==> src/hw/nvcl_map.vh <==
// Constants for the nonvolatile configuration latch block
`ifndef NVCL_MAP_VH
`define NVCL_MAP_VH
// ----------------------------------------
// Byte addresses of configuration latch
// ----------------------------------------
`define NVCL_PORT_DRIVE_MODE_LOW 2'h0
`define NVCL_PORT_DRIVE_MODE_HIGH 2'h1
`define NVCL_RESET_PIN_DEBUG_CONFIG 2'h2
`define NVCL_CLOCK_ECC_PORT_CONFIG 2'h3
// ----------------------------------------
// Array select in address byte bit 7
// ----------------------------------------
`define NVCL_ARRAY_SEL_BIT 7
// ----------------------------------------
// Field positions
// ----------------------------------------
`define NVCL_EXT_RESET_BIT 7
`define NVCL_DEBUG_EN_BIT 6
`define NVCL_BOOT_SPEED_BIT 0
`define NVCL_DPS_LSB 1
`define NVCL_ECC_BIT 3
`define NVCL_PHS_LSB 4
// ----------------------------------------
// Command codes
// ----------------------------------------
`define NVCL_CMD_LOAD_BYTE 8'h00
`define NVCL_CMD_READ_BYTE 8'h10
`define NVCL_CMD_WRITE_NVL 8'h06
`define NVCL_CMD_READ_NVL 8'h03
// ----------------------------------------
// Field encodings and key
// ----------------------------------------
`define NVCL_DPS_NONE 2'h3
`define NVCL_PHS_MAX 4'hB
`define NVCL_KEY_MIN_MATCH 6'h1C
`define NVCL_RESET_VALUE 8'h00
`endif

==> src/hw/nvcl_key_match.v <==
// Super-majority key match of the write-once latch
`timescale 1ns/1ps
module nvcl_key_match #(
   parameter [31:0] KEY = 32'h5A5A5A5A // Arbitrary value
) (
   // Latch contents
   input wire [31:0] value,
   // Match result
   output reg match
);
`include "nvcl_map.vh"
   reg [5:0] count;
   integer i;
   always @* begin
      count = 6'h00;
      for (i = 0; i < 32; i = i + 1) begin
         count = count + {5'h00, ~(value[i] ^ KEY[i])};
      end
      match = (count >= `NVCL_KEY_MIN_MATCH);
   end
endmodule // nvcl_key_match

==> src/hw/nvcl_latch.v <==
// Nonvolatile configuration and write-once security latches
//
// Contract
// - Load nonvolatile cells into latches at reset
// - Four config bytes plus four write-once bytes
// - Two-bit fields select port reset drive
// - Reset pin select: GPIO or external reset
// - Debug enable bypasses test acquire
// - Boot speed bit: 12 or 48 MHz
// - No port: only test acquire activates one
// - Correction enable bit turns flash ECC on
// - Phase delay codes, invalid ones disable clock
// - Key matches when 28 of 32 bits agree
// - Locked: block debug, refuse write-once changes
// - Lock sampled only at reset
// - Key write only without flash protection
// - Write-once contents readable over debug wire
// - Bytes in and answers out same port
// - Command 0x00 loads a volatile byte
// - Command 0x10 reads a volatile byte
// - Command 0x06 programs array nonvolatile cells
// - Command 0x03 reads and reloads array
// - Sleep rejects access, outputs stay stable
`timescale 1ns/1ps
module nvcl_latch (
   // Clock and power-on reset
   input wire clk,
   input wire rst,
   // Power state and protection status
   input wire sleep,
   input wire flash_protect_set,
   input wire test_acquired,
   // CPU command data port
   input wire cpu_wr,
   input wire [7:0] cpu_wdata,
   input wire cpu_rd,
   output reg [7:0] cpu_rdata,
   output reg cpu_rvalid,
   // DMA command data port
   input wire dma_wr,
   input wire [7:0] dma_wdata,
   input wire dma_rd,
   output reg [7:0] dma_rdata,
   output reg dma_rvalid,
   // Single-wire debug read of the write-once latch
   input wire [1:0] swd_wol_addr,
   output reg [7:0] swd_wol_data,
   // Configuration outputs
   output reg [15:0] port_reset_drive_mode,
   output reg [1:0] port15_reset_drive_mode,
   output reg ext_reset_pin_select,
   output reg boot_osc_speed,
   output reg [1:0] debug_port_select,
   output reg flash_correction_enable,
   output reg [3:0] digital_clock_phase_delay,
   output reg digital_clock_enable,
   output reg debug_access_enable,
   output reg debug_port_active,
   output reg security_locked,
   output reg busy
);
`include "nvcl_map.vh"
   // ----------------------------------------
   // State and storage
   // ----------------------------------------
   localparam [2:0] ST_LOAD = 3'h0;
   localparam [2:0] ST_IDLE = 3'h1;
   localparam [2:0] ST_ADDR = 3'h2;
   localparam [2:0] ST_DATA = 3'h3;
   localparam [2:0] ST_EXEC = 3'h4;

   reg [7:0] cfg_nv [0:3];
   reg [7:0] cfg_vol [0:3];
   reg [7:0] wol_nv [0:3];
   reg [7:0] wol_vol [0:3];
   reg [2:0] state;
   reg [7:0] cmd;
   reg [7:0] addr;
   reg [7:0] wdata;
   reg src_dma;
   integer k;

   wire in_wr = cpu_wr | dma_wr;
   wire [7:0] in_byte = cpu_wr ? cpu_wdata : dma_wdata;
   wire sel_wol = addr[`NVCL_ARRAY_SEL_BIT];
   wire [1:0] idx = addr[1:0];
   wire key_match;

   nvcl_key_match u_match (
      .value({wol_nv[3], wol_nv[2], wol_nv[1], wol_nv[0]}),
      .match(key_match)
   );

   function needs_addr;
      input [7:0] c;
      begin
         needs_addr = (c == `NVCL_CMD_LOAD_BYTE) || (c == `NVCL_CMD_READ_BYTE) ||
            (c == `NVCL_CMD_READ_NVL);
      end
   endfunction

   // Wol changes refused when locked or when protected, for volatile loads and programming alike
   function wol_blocked;
      input dummy;
      begin
         wol_blocked = security_locked | flash_protect_set;
      end
   endfunction

   // ----------------------------------------
   // Command engine
   // ----------------------------------------
   always @(posedge clk) begin
      if (rst) begin
         state <= ST_LOAD;
         cmd <= 8'h00;
         addr <= 8'h00;
         wdata <= 8'h00;
         src_dma <= 1'b0;
         cpu_rdata <= 8'h00;
         cpu_rvalid <= 1'b0;
         dma_rdata <= 8'h00;
         dma_rvalid <= 1'b0;
         busy <= 1'b1;
         for (k = 0; k < 4; k = k + 1) begin
            cfg_vol[k] <= `NVCL_RESET_VALUE;
            wol_vol[k] <= `NVCL_RESET_VALUE;
         end
      end else begin
         cpu_rvalid <= 1'b0;
         dma_rvalid <= 1'b0;
         case (state)
            ST_LOAD: begin
               for (k = 0; k < 4; k = k + 1) begin
                  cfg_vol[k] <= cfg_nv[k];
                  wol_vol[k] <= wol_nv[k];
               end
               busy <= 1'b0;
               state <= ST_IDLE;
            end
            ST_IDLE: begin
               if (in_wr && !sleep) begin
                  cmd <= in_byte;
                  src_dma <= !cpu_wr;
                  if (needs_addr(in_byte)) begin
                     state <= ST_ADDR;
                  end else if (in_byte == `NVCL_CMD_WRITE_NVL) begin
                     state <= ST_ADDR;
                  end else begin
                     state <= ST_IDLE;
                  end
               end
            end
            ST_ADDR: begin
               if (in_wr && !sleep && (cpu_wr ^ src_dma)) begin
                  addr <= in_byte;
                  state <= (cmd == `NVCL_CMD_LOAD_BYTE) ? ST_DATA : ST_EXEC;
                  busy <= (cmd != `NVCL_CMD_LOAD_BYTE);
               end
            end
            ST_DATA: begin
               if (in_wr && !sleep && (cpu_wr ^ src_dma)) begin
                  wdata <= in_byte;
                  busy <= 1'b1;
                  state <= ST_EXEC;
               end
            end
            ST_EXEC: begin
               busy <= 1'b0;
               state <= ST_IDLE;
               case (cmd)
                  `NVCL_CMD_LOAD_BYTE: begin
                     if (!sel_wol) begin
                        cfg_vol[idx] <= wdata;
                     end else if (!wol_blocked(1'b0)) begin
                        wol_vol[idx] <= wdata;
                     end
                  end
                  `NVCL_CMD_READ_BYTE: begin
                     cpu_rdata <= sel_wol ? wol_vol[idx] : cfg_vol[idx];
                     dma_rdata <= sel_wol ? wol_vol[idx] : cfg_vol[idx];
                     cpu_rvalid <= !src_dma;
                     dma_rvalid <= src_dma;
                  end
                  `NVCL_CMD_READ_NVL: begin
                     cpu_rdata <= sel_wol ? wol_nv[idx] : cfg_nv[idx];
                     dma_rdata <= sel_wol ? wol_nv[idx] : cfg_nv[idx];
                     cpu_rvalid <= !src_dma;
                     dma_rvalid <= src_dma;
                     for (k = 0; k < 4; k = k + 1) begin
                        if (sel_wol) begin
                           if (!security_locked) begin
                              wol_vol[k] <= wol_nv[k];
                           end
                        end else begin
                           cfg_vol[k] <= cfg_nv[k];
                        end
                     end
                  end
                  default: begin
                  end
               endcase
            end
            default: begin
               state <= ST_IDLE;
            end
         endcase
      end
   end

   // ----------------------------------------
   // Nonvolatile cells, kept across reset
   // ----------------------------------------
   // Cells start erased so the lock never sees unknown bits
   initial begin
      for (k = 0; k < 4; k = k + 1) begin
         cfg_nv[k] = `NVCL_RESET_VALUE;
         wol_nv[k] = `NVCL_RESET_VALUE;
      end
   end

   always @(posedge clk) begin
      if (!rst && state == ST_EXEC && cmd == `NVCL_CMD_WRITE_NVL) begin
         for (k = 0; k < 4; k = k + 1) begin
            if (!sel_wol) begin
               cfg_nv[k] <= cfg_vol[k];
            end else if (!wol_blocked(1'b0)) begin
               wol_nv[k] <= wol_vol[k];
            end
         end
      end
   end

   // ----------------------------------------
   // Configuration outputs from volatile latches
   // ----------------------------------------
   always @(posedge clk) begin
      if (rst) begin
         port_reset_drive_mode <= 16'h0000;
         port15_reset_drive_mode <= 2'h0;
         ext_reset_pin_select <= 1'b0;
         boot_osc_speed <= 1'b0;
         debug_port_select <= `NVCL_DPS_NONE;
         flash_correction_enable <= 1'b0;
         digital_clock_phase_delay <= 4'h0;
         digital_clock_enable <= 1'b0;
         debug_access_enable <= 1'b0;
         debug_port_active <= 1'b0;
         swd_wol_data <= 8'h00;
      end else if (!sleep) begin
         port_reset_drive_mode <= {cfg_vol[1], cfg_vol[0]};
         port15_reset_drive_mode <= cfg_vol[2][1:0];
         ext_reset_pin_select <= cfg_vol[2][`NVCL_EXT_RESET_BIT];
         boot_osc_speed <= cfg_vol[3][`NVCL_BOOT_SPEED_BIT];
         debug_port_select <= cfg_vol[3][`NVCL_DPS_LSB +: 2];
         flash_correction_enable <= cfg_vol[3][`NVCL_ECC_BIT];
         digital_clock_phase_delay <= cfg_vol[3][`NVCL_PHS_LSB +: 4];
         digital_clock_enable <= (cfg_vol[3][`NVCL_PHS_LSB +: 4] != 4'h0) &&
            (cfg_vol[3][`NVCL_PHS_LSB +: 4] <= `NVCL_PHS_MAX);
         debug_access_enable <= !security_locked &&
            (cfg_vol[2][`NVCL_DEBUG_EN_BIT] || test_acquired);
         debug_port_active <= !security_locked &&
            ((cfg_vol[3][`NVCL_DPS_LSB +: 2] != `NVCL_DPS_NONE) || test_acquired);
         swd_wol_data <= wol_vol[swd_wol_addr];
      end
   end

   // ----------------------------------------
   // Lock sampled only while reset is held
   // ----------------------------------------
   always @(posedge clk) begin
      if (rst) begin
         security_locked <= key_match;
      end
   end
endmodule // nvcl_latch

==> config.mk <==
export PLATFORM = sky130hd
export DESIGN_NAME = nvcl_latch
export DESIGN_NICKNAME = d
export VERILOG_FILES = /design/src/hw/nvcl_key_match.v /design/src/hw/nvcl_latch.v
export VERILOG_INCLUDE_DIRS = /design/src /design/src/hw
export SDC_FILE = /design/constraint.sdc
export NUM_CORES = 1
export LEC_CHECK = 0
export BUFFER_PORTS_ARGS = -buffer_cell sky130_fd_sc_hd__buf_4
export CAP_MARGIN = 20
export CELL_PAD_IN_SITES_DETAIL_PLACEMENT = 1
export CELL_PAD_IN_SITES_GLOBAL_PLACEMENT = 2
export CORE_AREA = 2 2 151 153
export DETAILED_ROUTE_END_ITERATION = 10
export DIE_AREA = 0 0 153 155
export MAX_ROUTING_LAYER = met4
export PLACE_DENSITY_LB_ADDON = 0.1
export SYNTH_ARGS = -nofsm -noshare
export SYNTH_HDL_FRONTEND = slang
export SYNTH_HIERARCHICAL = 1
export SYNTH_SLANG_ARGS = --single-unit
==> constraint.sdc <==
create_clock -name clk -period 12.93 [get_ports clk]
set_clock_uncertainty 0.15 [all_clocks]
set_input_delay 2.586 -clock clk [delete_from_list [all_inputs] [get_ports clk]]
set_output_delay 2.586 -clock clk [all_outputs]
set_load 0.01 [all_outputs]
==> impl_metrics.prom <==
# TYPE chip_impl_metric gauge
chip_impl_info{name="outcome",value="finished, final reports clean"} 1
chip_impl_metric{name="area_growth",unit="%"} 15.7
chip_impl_metric{name="area_share_of_the_leading_cell_type_in_the_synthesized_netlist",unit=""} 0.395
chip_impl_metric{name="p_leak",unit="nW"} 4.24
chip_impl_metric{name="crit_required",unit="ns"} 13.02
chip_impl_metric{name="grt_first_pass_wirelength",unit="um"} 41200
chip_impl_metric{name="netlist_area",unit="sq um"} 9800
chip_impl_metric{name="first_iter_violations",unit=""} 378
chip_impl_info{name="rsz0062_at_grt",value="false"} 1
chip_impl_metric{name="dp_slack",unit="ns"} 7.37
chip_impl_metric{name="hold_buffers",unit=""} 0
chip_impl_metric{name="clk-insertion-delay-late",unit="ns"} 0.51
chip_impl_metric{name="post_cts_setup_repair_bufs",unit=""} 0
chip_impl_metric{name="finalWirelength",unit="um"} 26500
chip_impl_metric{name="postCtsResizedCells",unit=""} 0
chip_impl_metric{name="detail_route.first_pass.iterations",unit=""} 5
chip_impl_info{name="synth_top_flop_cell",value="edfxtp_1"} 1
chip_impl_metric{name="crit_fanout",unit=""} 3
chip_impl_metric{name="utilization",unit=""} 0.510
chip_impl_metric{name="fmax",unit="GHz"} 0.183
chip_impl_info{name="post_synth_main_area_contributors",value="edfxtp_1 40%, dfxtp_1 15%, mux4_2 9.2%"} 1
chip_impl_metric{name="ir_worst_vdd",unit="V"} 0.0000840
chip_impl_metric{name="nFillCells",unit=""} 2264
chip_impl_metric{name="finish.cell_count_without_fillers",unit=""} 1104
chip_impl_info{name="hold_path_class",value="reg -> reg"} 1
chip_impl_metric{name="insertedDiodeCount",unit=""} 0
chip_impl_metric{name="cts.sinks",unit=""} 203
chip_impl_metric{name="grt_max_degree",unit=""} 75
chip_impl_metric{name="drive_above_1_share",unit=""} 0.237
chip_impl_metric{name="yosysWarnings",unit=""} 6
chip_impl_metric{name="hold_path_depth",unit=""} 0
chip_impl_metric{name="floorplan.io_pins",unit=""} 85
chip_impl_metric{name="placed_cells_incl_taps",unit=""} 1063
chip_impl_metric{name="via_per_inst",unit=""} 5.89
chip_impl_info{name="timing.critical_path.cells",value="fa_1 -> inv_1 -> fa_1 -> fa_1 -> fa_1 -> fa_1 -> fa_1 -> inv_1 -> fa_1 -> fa_1 -> xnor2_1 -> a211oi_1 -> nand3b_1 -> o311ai_1"} 1
chip_impl_metric{name="cts.reportedPaths.clkPinSlew",unit="ns"} 0.06
chip_impl_metric{name="number_of_buffers_created_by_cts",unit=""} 23
chip_impl_metric{name="placement.io_buffers",unit=""} 82
chip_impl_metric{name="globalRouteTotalUtil",unit=""} 0.235
chip_impl_info{name="worst-setup-path-type",value="reg -> reg"} 1
chip_impl_metric{name="synthesis.nets",unit=""} 803
chip_impl_metric{name="antenna_found_initial",unit=""} 0
chip_impl_metric{name="cts_max_path_buffers",unit=""} 3
chip_impl_metric{name="detail_route.wl_per_cell",unit="um"} 24.0
chip_impl_info{name="crit_path_frequent_cell",value="fa_1"} 1
chip_impl_metric{name="chipWidth",unit="um"} 153
chip_impl_metric{name="dpl.hpwl",unit="um"} 18500
chip_impl_metric{name="tightest_slew",unit="ns"} 1.10
chip_impl_metric{name="fp-row-count",unit=""} 55
chip_impl_metric{name="edff_count_synth",unit=""} 129
chip_impl_info{name="synth.most_common_cell",value="edfxtp_1"} 1
chip_impl_metric{name="totalNegativeSetupSlack",unit="ns"} 0
chip_impl_metric{name="max_cap_viol_count",unit=""} 0
chip_impl_info{name="ys_top_cells_by_count",value="129 x edfxtp_1, 74 x dfxtp_1, 72 x nor2_1"} 1
chip_impl_info{name="cp_endpoint_kind",value="register"} 1
chip_impl_metric{name="postSynthAreaPerCell",unit="sq um"} 13.2
chip_impl_metric{name="via_count_of_the_first_global_routing_pass",unit=""} 6884
chip_impl_metric{name="synth.yosys.seq_area_share",unit=""} 0.546
chip_impl_info{name="tritoncts",value="built"} 1
chip_impl_metric{name="die_area",unit="sq um"} 23700
chip_impl_metric{name="cts.htree.levels",unit=""} 1
chip_impl_metric{name="die-height",unit="um"} 155
chip_impl_metric{name="period_share",unit=""} 0.423
chip_impl_metric{name="ant_nets",unit=""} 0
chip_impl_info{name="cts_root_buf",value="clkbuf_16"} 1
chip_impl_metric{name="grt_overflow",unit=""} 0
chip_impl_metric{name="slew_headroom",unit=""} 0.260
chip_impl_metric{name="post_synth_num_cell_types",unit=""} 57
chip_impl_metric{name="drc",unit=""} 0
chip_impl_info{name="worst_path_max_delay_cell",value="fa_1"} 1
chip_impl_metric{name="final_number_of_max_transition_violations",unit=""} 0
chip_impl_metric{name="asyncSetResetFlopFracSynth",unit=""} 0
chip_impl_metric{name="finalHoldViolCount",unit=""} 0
chip_impl_metric{name="power-per-cell-area",unit="nW/um^2"} 136
chip_impl_metric{name="gp_routability_congestion",unit=""} 0.852
chip_impl_metric{name="core_region_area",unit="sq um"} 22200
chip_impl_metric{name="max_stage_delay_on_crit_path",unit="ns"} 0.59
chip_impl_metric{name="syn-instance-count",unit=""} 744
chip_impl_info{name="cp-start-kind",value="register"} 1
chip_impl_metric{name="timing.critical_path.arrival",unit="ns"} 5.56
chip_impl_metric{name="dr_total_vias",unit=""} 6505
chip_impl_metric{name="r2r_cells",unit=""} 14
chip_impl_metric{name="initial_utilization",unit=""} 0.441
chip_impl_metric{name="post-route-worst-setup-slack",unit="ns"} 7.46
chip_impl_metric{name="setup_violations",unit=""} 0
chip_impl_metric{name="finalWorstPathRequiredPeriod",unit="ns"} 5.47
chip_impl_metric{name="fin_nets",unit=""} 862
chip_impl_info{name="synth_area_leader_cell",value="edfxtp_1"} 1
chip_impl_metric{name="post_synthesis_sequential_element_count",unit=""} 203
[cell families after synthesis]
family / after synthesis / share of synthesized area
adders and majority gates: 32 / 0.0592
and+or+nand+nor: 171 / 0.0895
buffers and inverters: 101 / 0.0488
DFF: 203 / 0.546
AOI/OAI and AO/OA: 135 / 0.100
muxes: 101 / 0.155
xor gates and xnor gates: 1 / 0.000894
[final cells by class]
type,count,area (sq um),area share
clock buffers,38,758,0.0669
flip-flops and latches,203,5360,0.472
repair buffers,89,668,0.0589
inverters,46,173,0.0152
well taps,285,357,0.0315
clock inverters,3,38.8,0.00342
multi-input cells,440,3990,0.352
[cell usage in the layout (no fill, tap or decap), drive strengths merged, types with 3 or more instances in the layout]
cell,count
a211oi,24
nor3,17
o2bb2ai,3
nand3,5
a21oi,14
fa,24
nor2,73
mux2i,56
buf,89
inv,46
clkbuf,38
mux2,5
o21ai,32
ha,8
o22ai,6
nand2,39
nand2b,7
nor3b,3
a311oi,3
nor4,3
a2111oi,5
mux4,40
nor2b,8
dfxtp,74
edfxtp,129
a22o,40
[metal layers]
layer	part of all wire	track usage	routed length (um)	vias to the layer above
met5	0	-	0	-
met2	0.48	0.378	12800	221
met3	0.053	0.0309	1410	61
met1	0.43	0.313	11400	3340
li1	-	-	-	2883
met4	0.030	0.0741	798	0
[power by group]
| group | total [mW] | internal (mW) | switching [mW] |
|---|---|---|---|
| Combinational | 0.111 | 0.0496 | 0.0616 |
| Clock | 0.677 | 0.419 | 0.259 |
| Sequential | 0.753 | 0.726 | 0.0270 |
| Total | 1.54 | 1.19 | 0.347 |
[registers in the layout, summed over array words and instances, names as in the netlist, 2 cells and up, named ones only]
register	flops
cfg_nv	32
state	3
wdata	8
swd_wol_data	8
cmd	8
dma_rdata	8
cfg_vol	32
digital_clock_phase_delay	4
addr	3
port_reset_drive_mode	16
wol_vol	32
wol_nv	32
debug_port_select	2
port15_reset_drive_mode	2
[final timing paths]
path	from	end	slack [ns]
max	wol_nv[0][3]	security_locked	7.46
min	cfg_vol[2][3]	cfg_nv[2][3]	0.31
max reg2reg	wol_nv[0][3]	security_locked	7.46
min reg2reg	cfg_vol[2][3]	cfg_nv[2][3]	0.31
[worst max-delay path, delay by kind of cell (launching register included)]
| kind | cells | cell delay (ns) |
|---|---|---|
| adders and majority gates | 8 | 3.91 |
| DFF | 1 | 0.51 |
| xor gates and xnor gates | 1 | 0.23 |
| AOI/OAI and AO/OA | 2 | 0.20 |
| buffers and inverters | 2 | 0.11 |
| and+or+nand+nor | 1 | 0.09 |
[per-stage QoR]
stage / hold WS, ns / power [mW] / area, sq um
floorplan: 0.271 / 0.826 / 9800
CTS: 0.304 / 1.56 / 11300
finish: 0.307 / 1.54 / 11300
detailed placement: 0.289 / 0.879 / 10500
global placement: 0.275 / 0.871 / 10500
global route: 0.326 / 1.59 / 11300
No activity file was read; power rests on OpenSTA's default activity.
